File: config.mk
export PLATFORM = sky130hd
export DESIGN_NAME = nib_ctrl
export DESIGN_NICKNAME = d
export VERILOG_FILES = /design/src/design/nib_pkg.sv /design/src/design/nib_sync_if.sv /design/src/design/nib_in_sync.sv /design/src/design/nib_ctrl.sv
export SDC_FILE = /design/constraint.sdc
export NUM_CORES = 1
export LEC_CHECK = 0
export ABC_CLOCK_PERIOD_IN_PS = 4600
export BUFFER_PORTS_ARGS = -buffer_cell sky130_fd_sc_hd__buf_2
export CAP_MARGIN = 20
export CORE_ASPECT_RATIO = 1.2
export CORE_UTILIZATION = 60
export CTS_CLUSTER_SIZE = 14
export DETAILED_ROUTE_END_ITERATION = 6
export GPL_ROUTABILITY_DRIVEN = 0
export PLACE_DENSITY = 0.9
export RECOVER_POWER = 100
export SYNTH_ARGS = -nofsm -noshare
export SYNTH_HDL_FRONTEND = slang
export SYNTH_SLANG_ARGS = --single-unit
File: constraint.sdc
create_clock -name ref_clk -period 4.6 [get_ports ref_clk]
set_input_delay 0.69 -clock ref_clk [delete_from_list [all_inputs] [get_ports ref_clk]]
set_output_delay 0.69 -clock ref_clk [all_outputs]
set_load 0.05 [all_outputs]
File: src/design/nib_pkg.sv
// Package: constants and state type for the nibble controller bring-up model
`default_nettype none
package nib_pkg;
    // Clock period of ref_clk, in ns
    localparam int CLK_PERIOD_NS = 8;
    // Initial self-calibration run time, a least time
    localparam int CAL_TIME_NS = 1000;
    localparam int CAL_CYCLES = (CAL_TIME_NS + CLK_PERIOD_NS - 1) / CLK_PERIOD_NS;
    // Latency from compensation enable to active tracking, a least time
    localparam int TRACK_TIME_NS = 64;
    localparam int TRACK_CYCLES = (TRACK_TIME_NS + CLK_PERIOD_NS - 1) / CLK_PERIOD_NS;
    // Counter width and synchroniser layout
    localparam int CNT_W = 8;
    localparam int SYNC_W = 3;
    localparam int SYNC_RESET_BIT = 0;
    localparam int SYNC_FASTCLK_BIT = 1;
    localparam int SYNC_VTCOMP_BIT = 2;
    // Controller reset bit starts asserted so the state machine stays in hold until the filter sees the real level
    localparam logic [SYNC_W-1:0] SYNC_RESET_VAL = 3'h1;
    // Controller states
    typedef enum logic [2:0] {
        NIB_HOLD,
        NIB_WAIT_CLK,
        NIB_CALIBRATE,
        NIB_NO_CAL,
        NIB_CAL_DONE,
        NIB_TRACK_START,
        NIB_TRACKING
    } nib_state_t;
endpackage
`default_nettype wire

File: src/design/nib_sync_if.sv
// Interface: synchronised control levels between the input stage and the controller
`default_nettype none
interface nib_sync_if;
    logic ctrl_reset;
    logic fast_clk_on;
    logic vt_comp_enable;
    modport sync_side (output ctrl_reset, output fast_clk_on, output vt_comp_enable);
    modport ctrl_side (input ctrl_reset, input fast_clk_on, input vt_comp_enable);
endinterface
`default_nettype wire

File: src/design/nib_in_sync.sv
// Input stage: three-flop synchronisers with agreement filter for sequencer levels
`default_nettype none
module nib_in_sync
    import nib_pkg::*;
(
    // Clock, reset, enable
    input wire logic ref_clk,
    input wire logic rst_n,
    input wire logic clk_en,
    // Raw levels from the sequencer
    input wire logic ctrl_reset_raw,
    input wire logic fast_clk_on_raw,
    input wire logic vt_comp_enable_raw,
    // Filtered levels
    nib_sync_if.sync_side sync
);
    logic [SYNC_W-1:0] raw_in;
    logic [SYNC_W-1:0] stage1;
    logic [SYNC_W-1:0] stage2;
    logic [SYNC_W-1:0] stage3;
    logic [SYNC_W-1:0] level;

    // Gather the raw pins into one vector
    assign raw_in[SYNC_RESET_BIT] = ctrl_reset_raw;
    assign raw_in[SYNC_FASTCLK_BIT] = fast_clk_on_raw;
    assign raw_in[SYNC_VTCOMP_BIT] = vt_comp_enable_raw;

    // Per-bit chain; a change counts only once stages two and three agree
    for (genvar i = 0; i < SYNC_W; i++) begin : g_bit
        always_ff @(posedge ref_clk) begin
            if (!rst_n) begin
                stage1[i] <= SYNC_RESET_VAL[i];
                stage2[i] <= SYNC_RESET_VAL[i];
                stage3[i] <= SYNC_RESET_VAL[i];
                level[i] <= SYNC_RESET_VAL[i];
            end else if (clk_en) begin
                stage1[i] <= raw_in[i];
                stage2[i] <= stage1[i];
                stage3[i] <= stage2[i];
                if (stage2[i] == stage3[i]) begin
                    level[i] <= stage3[i];
                end
            end
        end
    end

    assign sync.ctrl_reset = level[SYNC_RESET_BIT];
    assign sync.fast_clk_on = level[SYNC_FASTCLK_BIT];
    assign sync.vt_comp_enable = level[SYNC_VTCOMP_BIT];
endmodule
`default_nettype wire

File: src/design/nib_ctrl.sv
// Nibble controller calibration and voltage/temperature tracking bring-up model
`default_nettype none
module nib_ctrl
    import nib_pkg::*;
(
    // Clock, reset, enable
    input wire logic ref_clk,
    input wire logic rst_n,
    input wire logic clk_en,
    // Static options
    input wire logic self_cal_enable,
    input wire logic input_delay_tracking,
    input wire logic output_delay_tracking,
    input wire logic quarter_delay_tracking,
    // Sequencer levels, asynchronous to ref_clk
    input wire logic ctrl_reset,
    input wire logic fast_clk_on,
    input wire logic vt_comp_enable,
    // Status
    output logic delay_cal_done,
    output logic vt_tracking_ready,
    output logic cal_busy,
    output logic idly_comp_active,
    output logic odly_comp_active,
    output logic qdly_comp_active
);
    import nib_pkg::*;

    nib_sync_if sync_bus ();
    nib_state_t state;
    nib_state_t next_state;
    logic [CNT_W-1:0] cnt;
    logic [CNT_W-1:0] next_cnt;
    logic cal_last;
    logic track_last;
    logic tracking_next;

    // Filter the sequencer levels into this clock domain
    nib_in_sync u_sync (
        .ref_clk(ref_clk),
        .rst_n(rst_n),
        .clk_en(clk_en),
        .ctrl_reset_raw(ctrl_reset),
        .fast_clk_on_raw(fast_clk_on),
        .vt_comp_enable_raw(vt_comp_enable),
        .sync(sync_bus)
    );

    // Terminal counts of the two timed phases
    assign cal_last = (cnt == CNT_W'(CAL_CYCLES - 1));
    assign track_last = (cnt == CNT_W'(TRACK_CYCLES - 1));

    // Next state; controller reset overrides everything
    always_comb begin
        next_state = state;
        next_cnt = '0;
        if (sync_bus.ctrl_reset) begin
            next_state = NIB_HOLD;
        end else begin
            unique case (state)
                NIB_HOLD: begin
                    next_state = NIB_WAIT_CLK;
                end
                NIB_WAIT_CLK: begin
                    // Calibration needs the fast clock, which the sequencer gates until resets settle
                    if (sync_bus.fast_clk_on) begin
                        next_state = self_cal_enable ? NIB_CALIBRATE : NIB_NO_CAL;
                    end
                end
                NIB_CALIBRATE: begin
                    next_cnt = cnt + CNT_W'(1);
                    if (cal_last) begin
                        next_state = NIB_CAL_DONE;
                        next_cnt = '0;
                    end
                end
                NIB_NO_CAL: begin
                    next_state = NIB_NO_CAL;
                end
                NIB_CAL_DONE: begin
                    // Controller enable stays low until cal done is seen
                    if (sync_bus.vt_comp_enable) begin
                        next_state = NIB_TRACK_START;
                    end
                end
                NIB_TRACK_START: begin
                    next_cnt = cnt + CNT_W'(1);
                    if (!sync_bus.vt_comp_enable) begin
                        next_state = NIB_CAL_DONE;
                        next_cnt = '0;
                    end else if (track_last) begin
                        next_state = NIB_TRACKING;
                        next_cnt = '0;
                    end
                end
                NIB_TRACKING: begin
                    // Dropping the enable pauses tracking so delays can be reprogrammed
                    if (!sync_bus.vt_comp_enable) begin
                        next_state = NIB_CAL_DONE;
                    end
                end
            endcase
        end
    end

    assign tracking_next = (next_state == NIB_TRACKING);

    // State and counter registers
    always_ff @(posedge ref_clk) begin
        if (!rst_n) begin
            state <= NIB_HOLD;
            cnt <= '0;
        end else if (clk_en) begin
            state <= next_state;
            cnt <= next_cnt;
        end
    end

    // Registered status outputs; tracking flags gated by their options
    always_ff @(posedge ref_clk) begin
        if (!rst_n) begin
            delay_cal_done <= 1'b0;
            vt_tracking_ready <= 1'b0;
            cal_busy <= 1'b0;
            idly_comp_active <= 1'b0;
            odly_comp_active <= 1'b0;
            qdly_comp_active <= 1'b0;
        end else if (clk_en) begin
            delay_cal_done <= (next_state == NIB_CAL_DONE) || (next_state == NIB_TRACK_START)
                || tracking_next;
            cal_busy <= (next_state == NIB_CALIBRATE);
            vt_tracking_ready <= tracking_next;
            idly_comp_active <= tracking_next && input_delay_tracking;
            odly_comp_active <= tracking_next && output_delay_tracking;
            qdly_comp_active <= tracking_next && quarter_delay_tracking;
        end
    end
endmodule
`default_nettype wire

Word level (Yosys, flattened, before mapping)
Cells that the tools add are included.
Widths: inputs -> output; s select.
{ "word_totals": {"out_inout_bits": 6, "reg_bits": 29, "wordCells": 59, "input_bits": 10} }
{ "classes": {"n_eq_ne": 15, "n_addsub": 1, "muxes": 14, "n_reduce_logical": 9} }
{ "op_table": {"columns": ["cell", "count"], "rows": [
  ["$mux 8", 4],
  ["$mux 3", 7],
  ["$pmux 3 s7", 1],
  ["$eq 3x3->1 const B", 6],
  ["$pmux 8 s2", 1],
  ["$eq 3x2->1 const B", 3],
  ["$add 8x1->8 const B", 1],
  ["$eq 8x3->1 const B", 1],
  ["$eq 8x7->1 const B", 1],
  ["$reduce_and 2->1", 3],
  ["$eq 1x1->1", 3],
  ["$eq 3x1->1 const B", 1],
  ["$logic_and 1x1->1", 3],
  ["$logic_not 3->1", 1],
  ["$logic_or 1x1->1", 2],
  ["$mux 1", 1]
]} }

Logic depth before layout (Yosys ltp)
{ "logic_depth": {"depth_word": 8, "depth_mapped": 7, "mapped_depth_nobuf": 7} }

Modules after synthesis
A second synthesis with hierarchy kept.
{ "hier_totals": {"hier_cells": 161, "hier_area_um2": 1497.7} }
{ "modules_own_cells": {"columns": ["module", "seq_area_each_um2", "instances", "cells_per_inst", "area_each_um2"], "rows": [
  ["nib_ctrl", 340.3, 1, 115, 1012.2],
  ["nib_in_sync", 240.2, 1, 46, 485.5]
]} }

Worst setup path before layout
Ideal clock, no wire load.
{ "synth_timing": {"path_type": "input-to-reg", "from": "input clk_en", "to": "register vt_tracking_ready", "n_path_buf": 1, "arrival_ns": 1.683, "setup_ns": 0.062, "required_time_ns": 4.538, "path_slack_ns": 2.855, "path_stages": 6, "cell_sequence": "buf_2 -> nor2b_1 -> nand3_1 -> a41oi_1 -> and2_4 -> a32o_1"} }
{ "synth_rtl": {"columns": ["item", "line_no", "rtl"], "rows": [
  ["from (decl)", "nib_ctrl.sv:9", "input wire logic clk_en,"],
  ["to (signal assigned)", "nib_ctrl.sv:132", "vt_tracking_ready <= tracking_next;"],
  ["to (decl)", "nib_ctrl.sv:21", "output logic vt_tracking_ready,"]
]} }

==> results.sh <==
export IMPL_status="complete, no violations"
export IMPL_ctsLongestPathBuffers=2
export IMPL_cts_root_buf="clkbuf_4"
export IMPL_hold_viol_final=0
export IMPL_cts_resized=0
export IMPL_worstSkewPairLatency_ns=0.32
export IMPL_worst_slew_pin_slew_ns=1.25
export IMPL_worstSetupPathType="primary input to flip-flop"
export IMPL_multi_input_area_sq_um=706
export IMPL_die_x_um=45.3
export IMPL_grtUsageTotal_pct=25.4
export IMPL_synth_simple_area_share_pct=21.5
export IMPL_cp_required_ns=4.87
export IMPL_fill_cells=182
export IMPL_final_cell_mix="29 x dfxtp_1, 20 x nor2_1, 10 x mux2i_1"
export IMPL_grt_pass1_vias=1054
export IMPL_numCtsBuffers=5
export IMPL_fin_util_pct=70.3
export IMPL_dp_cells=188
export IMPL_syn2layout_area_growth_pct=8.99
export IMPL_synthFlopType="dfxtp_1"
export IMPL_cp_num_buf_inv=1
export IMPL_avgSynthCellArea_sq_um=8.94
export IMPL_cts_tree="built"
export IMPL_cp_slowest_cell="clkbuf_1"
export IMPL_synthAdderAreaFrac_pct=1.85
export IMPL_arrival_ns=2.78
export IMPL_maxClockFrequency_mhz=398
export IMPL_ys_warn_count=0
export IMPL_vdd_ir_drop_max_uv=234
export IMPL_initial_utilization_pct=64.5
export IMPL_end_kind="flip-flop"
export IMPL_crit_family="buffers and inverters"
export IMPL_synth_mux_area_share_pct=7.41
export IMPL_holdBufCountCts=0
export IMPL_row_count=18
export IMPL_dp_hpwl_mm=1.87
export IMPL_drt_initial_drc_count=20
export IMPL_pwr_density_cell_mw_per_mm2=291
export IMPL_yosysTopAreaCellShare_pct=43.0
export IMPL_ys_async_sr_fraction_pct=0
export IMPL_p_leak_uw=0.000598
export IMPL_synth_compound_gate_area_share_pct=18.4
export IMPL_register_area_sq_um=581
export IMPL_synth_top_family_by_area="simple AND/OR/NAND/NOR gates"
export IMPL_synth_cell_types=40
export IMPL_diodes=0
export IMPL_nets=177
export IMPL_ys_seq_area_share_pct=43.0
export IMPL_cts_setup_buffers=0
export IMPL_stdcell_area_sq_mm=0.00147
export IMPL_fin_crit_sh_pct=54.6
export IMPL_start_kind="primary input"
export IMPL_synth_area_top_cells="dfxtp_1 43%, mux2i_1 7.4%, nor2_1 5.6%"
export IMPL_die_y_um=54.0
export IMPL_dr_pass1_iters=4
export IMPL_htreeDepth=2
export IMPL_rsz0062_at_grt="false"
export IMPL_drt_wirelength_per_cell_um=13.1
export IMPL_clock_sinks=29
export IMPL_fin_setup_tns_ns=0
export IMPL_slowest_delay_ns=0.89
export IMPL_overflow=0
export IMPL_core_area_sq_mm=0.00209
export IMPL_routed_via_density=5.74
export IMPL_cp_max_fo=26
export IMPL_ant_nets=0
export IMPL_synth_seq_cells=29
export IMPL_drive_gt1_share_pct=12.7
export IMPL_maxSlewViolCount=0
export IMPL_syn_nets=163
export IMPL_drt_total_wl_mm=2.56
export IMPL_postSynthCellCount=151
export IMPL_postPlaceCellArea_sq_mm=0.00143
export IMPL_synth_edff_count=0
export IMPL_io_buffers=15
export IMPL_clkTransAtPathRegs_ns=0.08
export IMPL_layout_commonest_cell="dfxtp_1"
export IMPL_fin_crit_ns=2.51
export IMPL_hold_path_class="flip-flop to flip-flop"
export IMPL_drc=0
export IMPL_dieArea_sq_mm=0.00244
export IMPL_grt_max_degree=27
export IMPL_pin_count=16
export IMPL_antenna_found_initial=0
export IMPL_max_slew_margin_rel_pct=16.7
export IMPL_finalSetupViolCount=0
export IMPL_finClkSkew_ns=0.00624
export IMPL_instances_no_fill=195
export IMPL_synthXorXnorAreaFrac_pct=3.24
export IMPL_path_cells="clkbuf_1 -> nor2b_1 -> nand3_1 -> a41oi_1 -> and2_0 -> a32o_1"
export IMPL_netlist_area_sq_mm=0.00135
export IMPL_grt_pass1_wl_mm=4.32
export IMPL_vias=1120
export IMPL_yosys_area_top_type="dfxtp_1"
export IMPL_maxCapViolations=0
[cell families after synthesis]
group / after synthesis
buffers and inverters: 15
adder cells (fa/ha/maj): 2
XOR/XNOR: 5
multiplexers: 10
AND/OR/NAND/NOR: 56
flip-flops: 29
AO/OA/AOI/OAI: 34
[worst min-delay path, delay by kind of cell (launching register included)]
kind               cells  cell delay [ns]
and+or+nand+nor        1             0.06
DFF                    1             0.32
AOI/OAI and AO/OA      1             0.05
[metrics by stage]
stage	power [uW]	setup slack (ns)	hold WS, ns
2_1_floorplan	277	2.86	0.441
3_3_place_gp	282	2.44	0.451
3_5_place_dp	283	2.35	0.466
4_1_cts	434	2.69	0.482
5_1_grt	450	1.90	0.505
6_report	428	2.09	0.478
[cell usage after synthesis, types with 2 or more instances]
cell type,instances
o21a_1,3
nand4_1,4
clkbuf_1,3
nor2b_1,4
a211oi_1,2
buf_2,4
xor2_1,3
a22o_2,3
a21o_1,3
dfxtp_1,29
o211ai_1,3
nand3_1,5
and3_1,4
inv_1,7
nand2_1,9
o21ai_0,3
a21oi_1,8
mux2i_1,10
nor2_1,20
xnor2_1,2
nand3b_1,2
ha_1,2
[path summary, 6_finish.rpt]
check	from	endpoint	slack, ns	cells after the start
setup / recovery	clk_en	vt_tracking_ready	2.09	6
hold / removal	u_sync.stage2[2]	u_sync.sync.vt_comp_enable	0.48	2
setup reg to reg	cnt[0]	vt_tracking_ready	2.76	6
hold reg to reg	u_sync.stage2[2]	u_sync.sync.vt_comp_enable	0.48	2
[final cells by class]
class                           instances  area share (%)
Tap cell                               30            2.55
Inverter                                7            1.79
Clock buffer                            7            3.74
Timing Repair Buffer                   15            4.51
Sequential cell                        29            39.5
Multi-Input combinational cell        107            48.0
[where the power goes]
group / switching (uW) / internal, uW
combinational: 12.2 / 7.94
sequential: 2.74 / 254
clock: 78.6 / 71.9
total: 93.5 / 334
[metal layers]
metal | vias to the layer above | GRT usage (%) | share of wire (%)
li1 | 561 | - | -
met1 | 531 | 28.5 | 44
met2 | 22 | 40.3 | 50
met3 | 6 | 10.4 | 4.7
met4 | 0 | 14.1 | 1.9
met5 | - | 0 | 0
[flip-flops by register name, indices dropped and copies added, names as in the netlist, 3 cells and up]
signal,flops
u_sync.stage1,3
cnt,8
u_sync.stage2,3
state,3
u_sync.stage3,3
(Power assumes the default switching activity.)
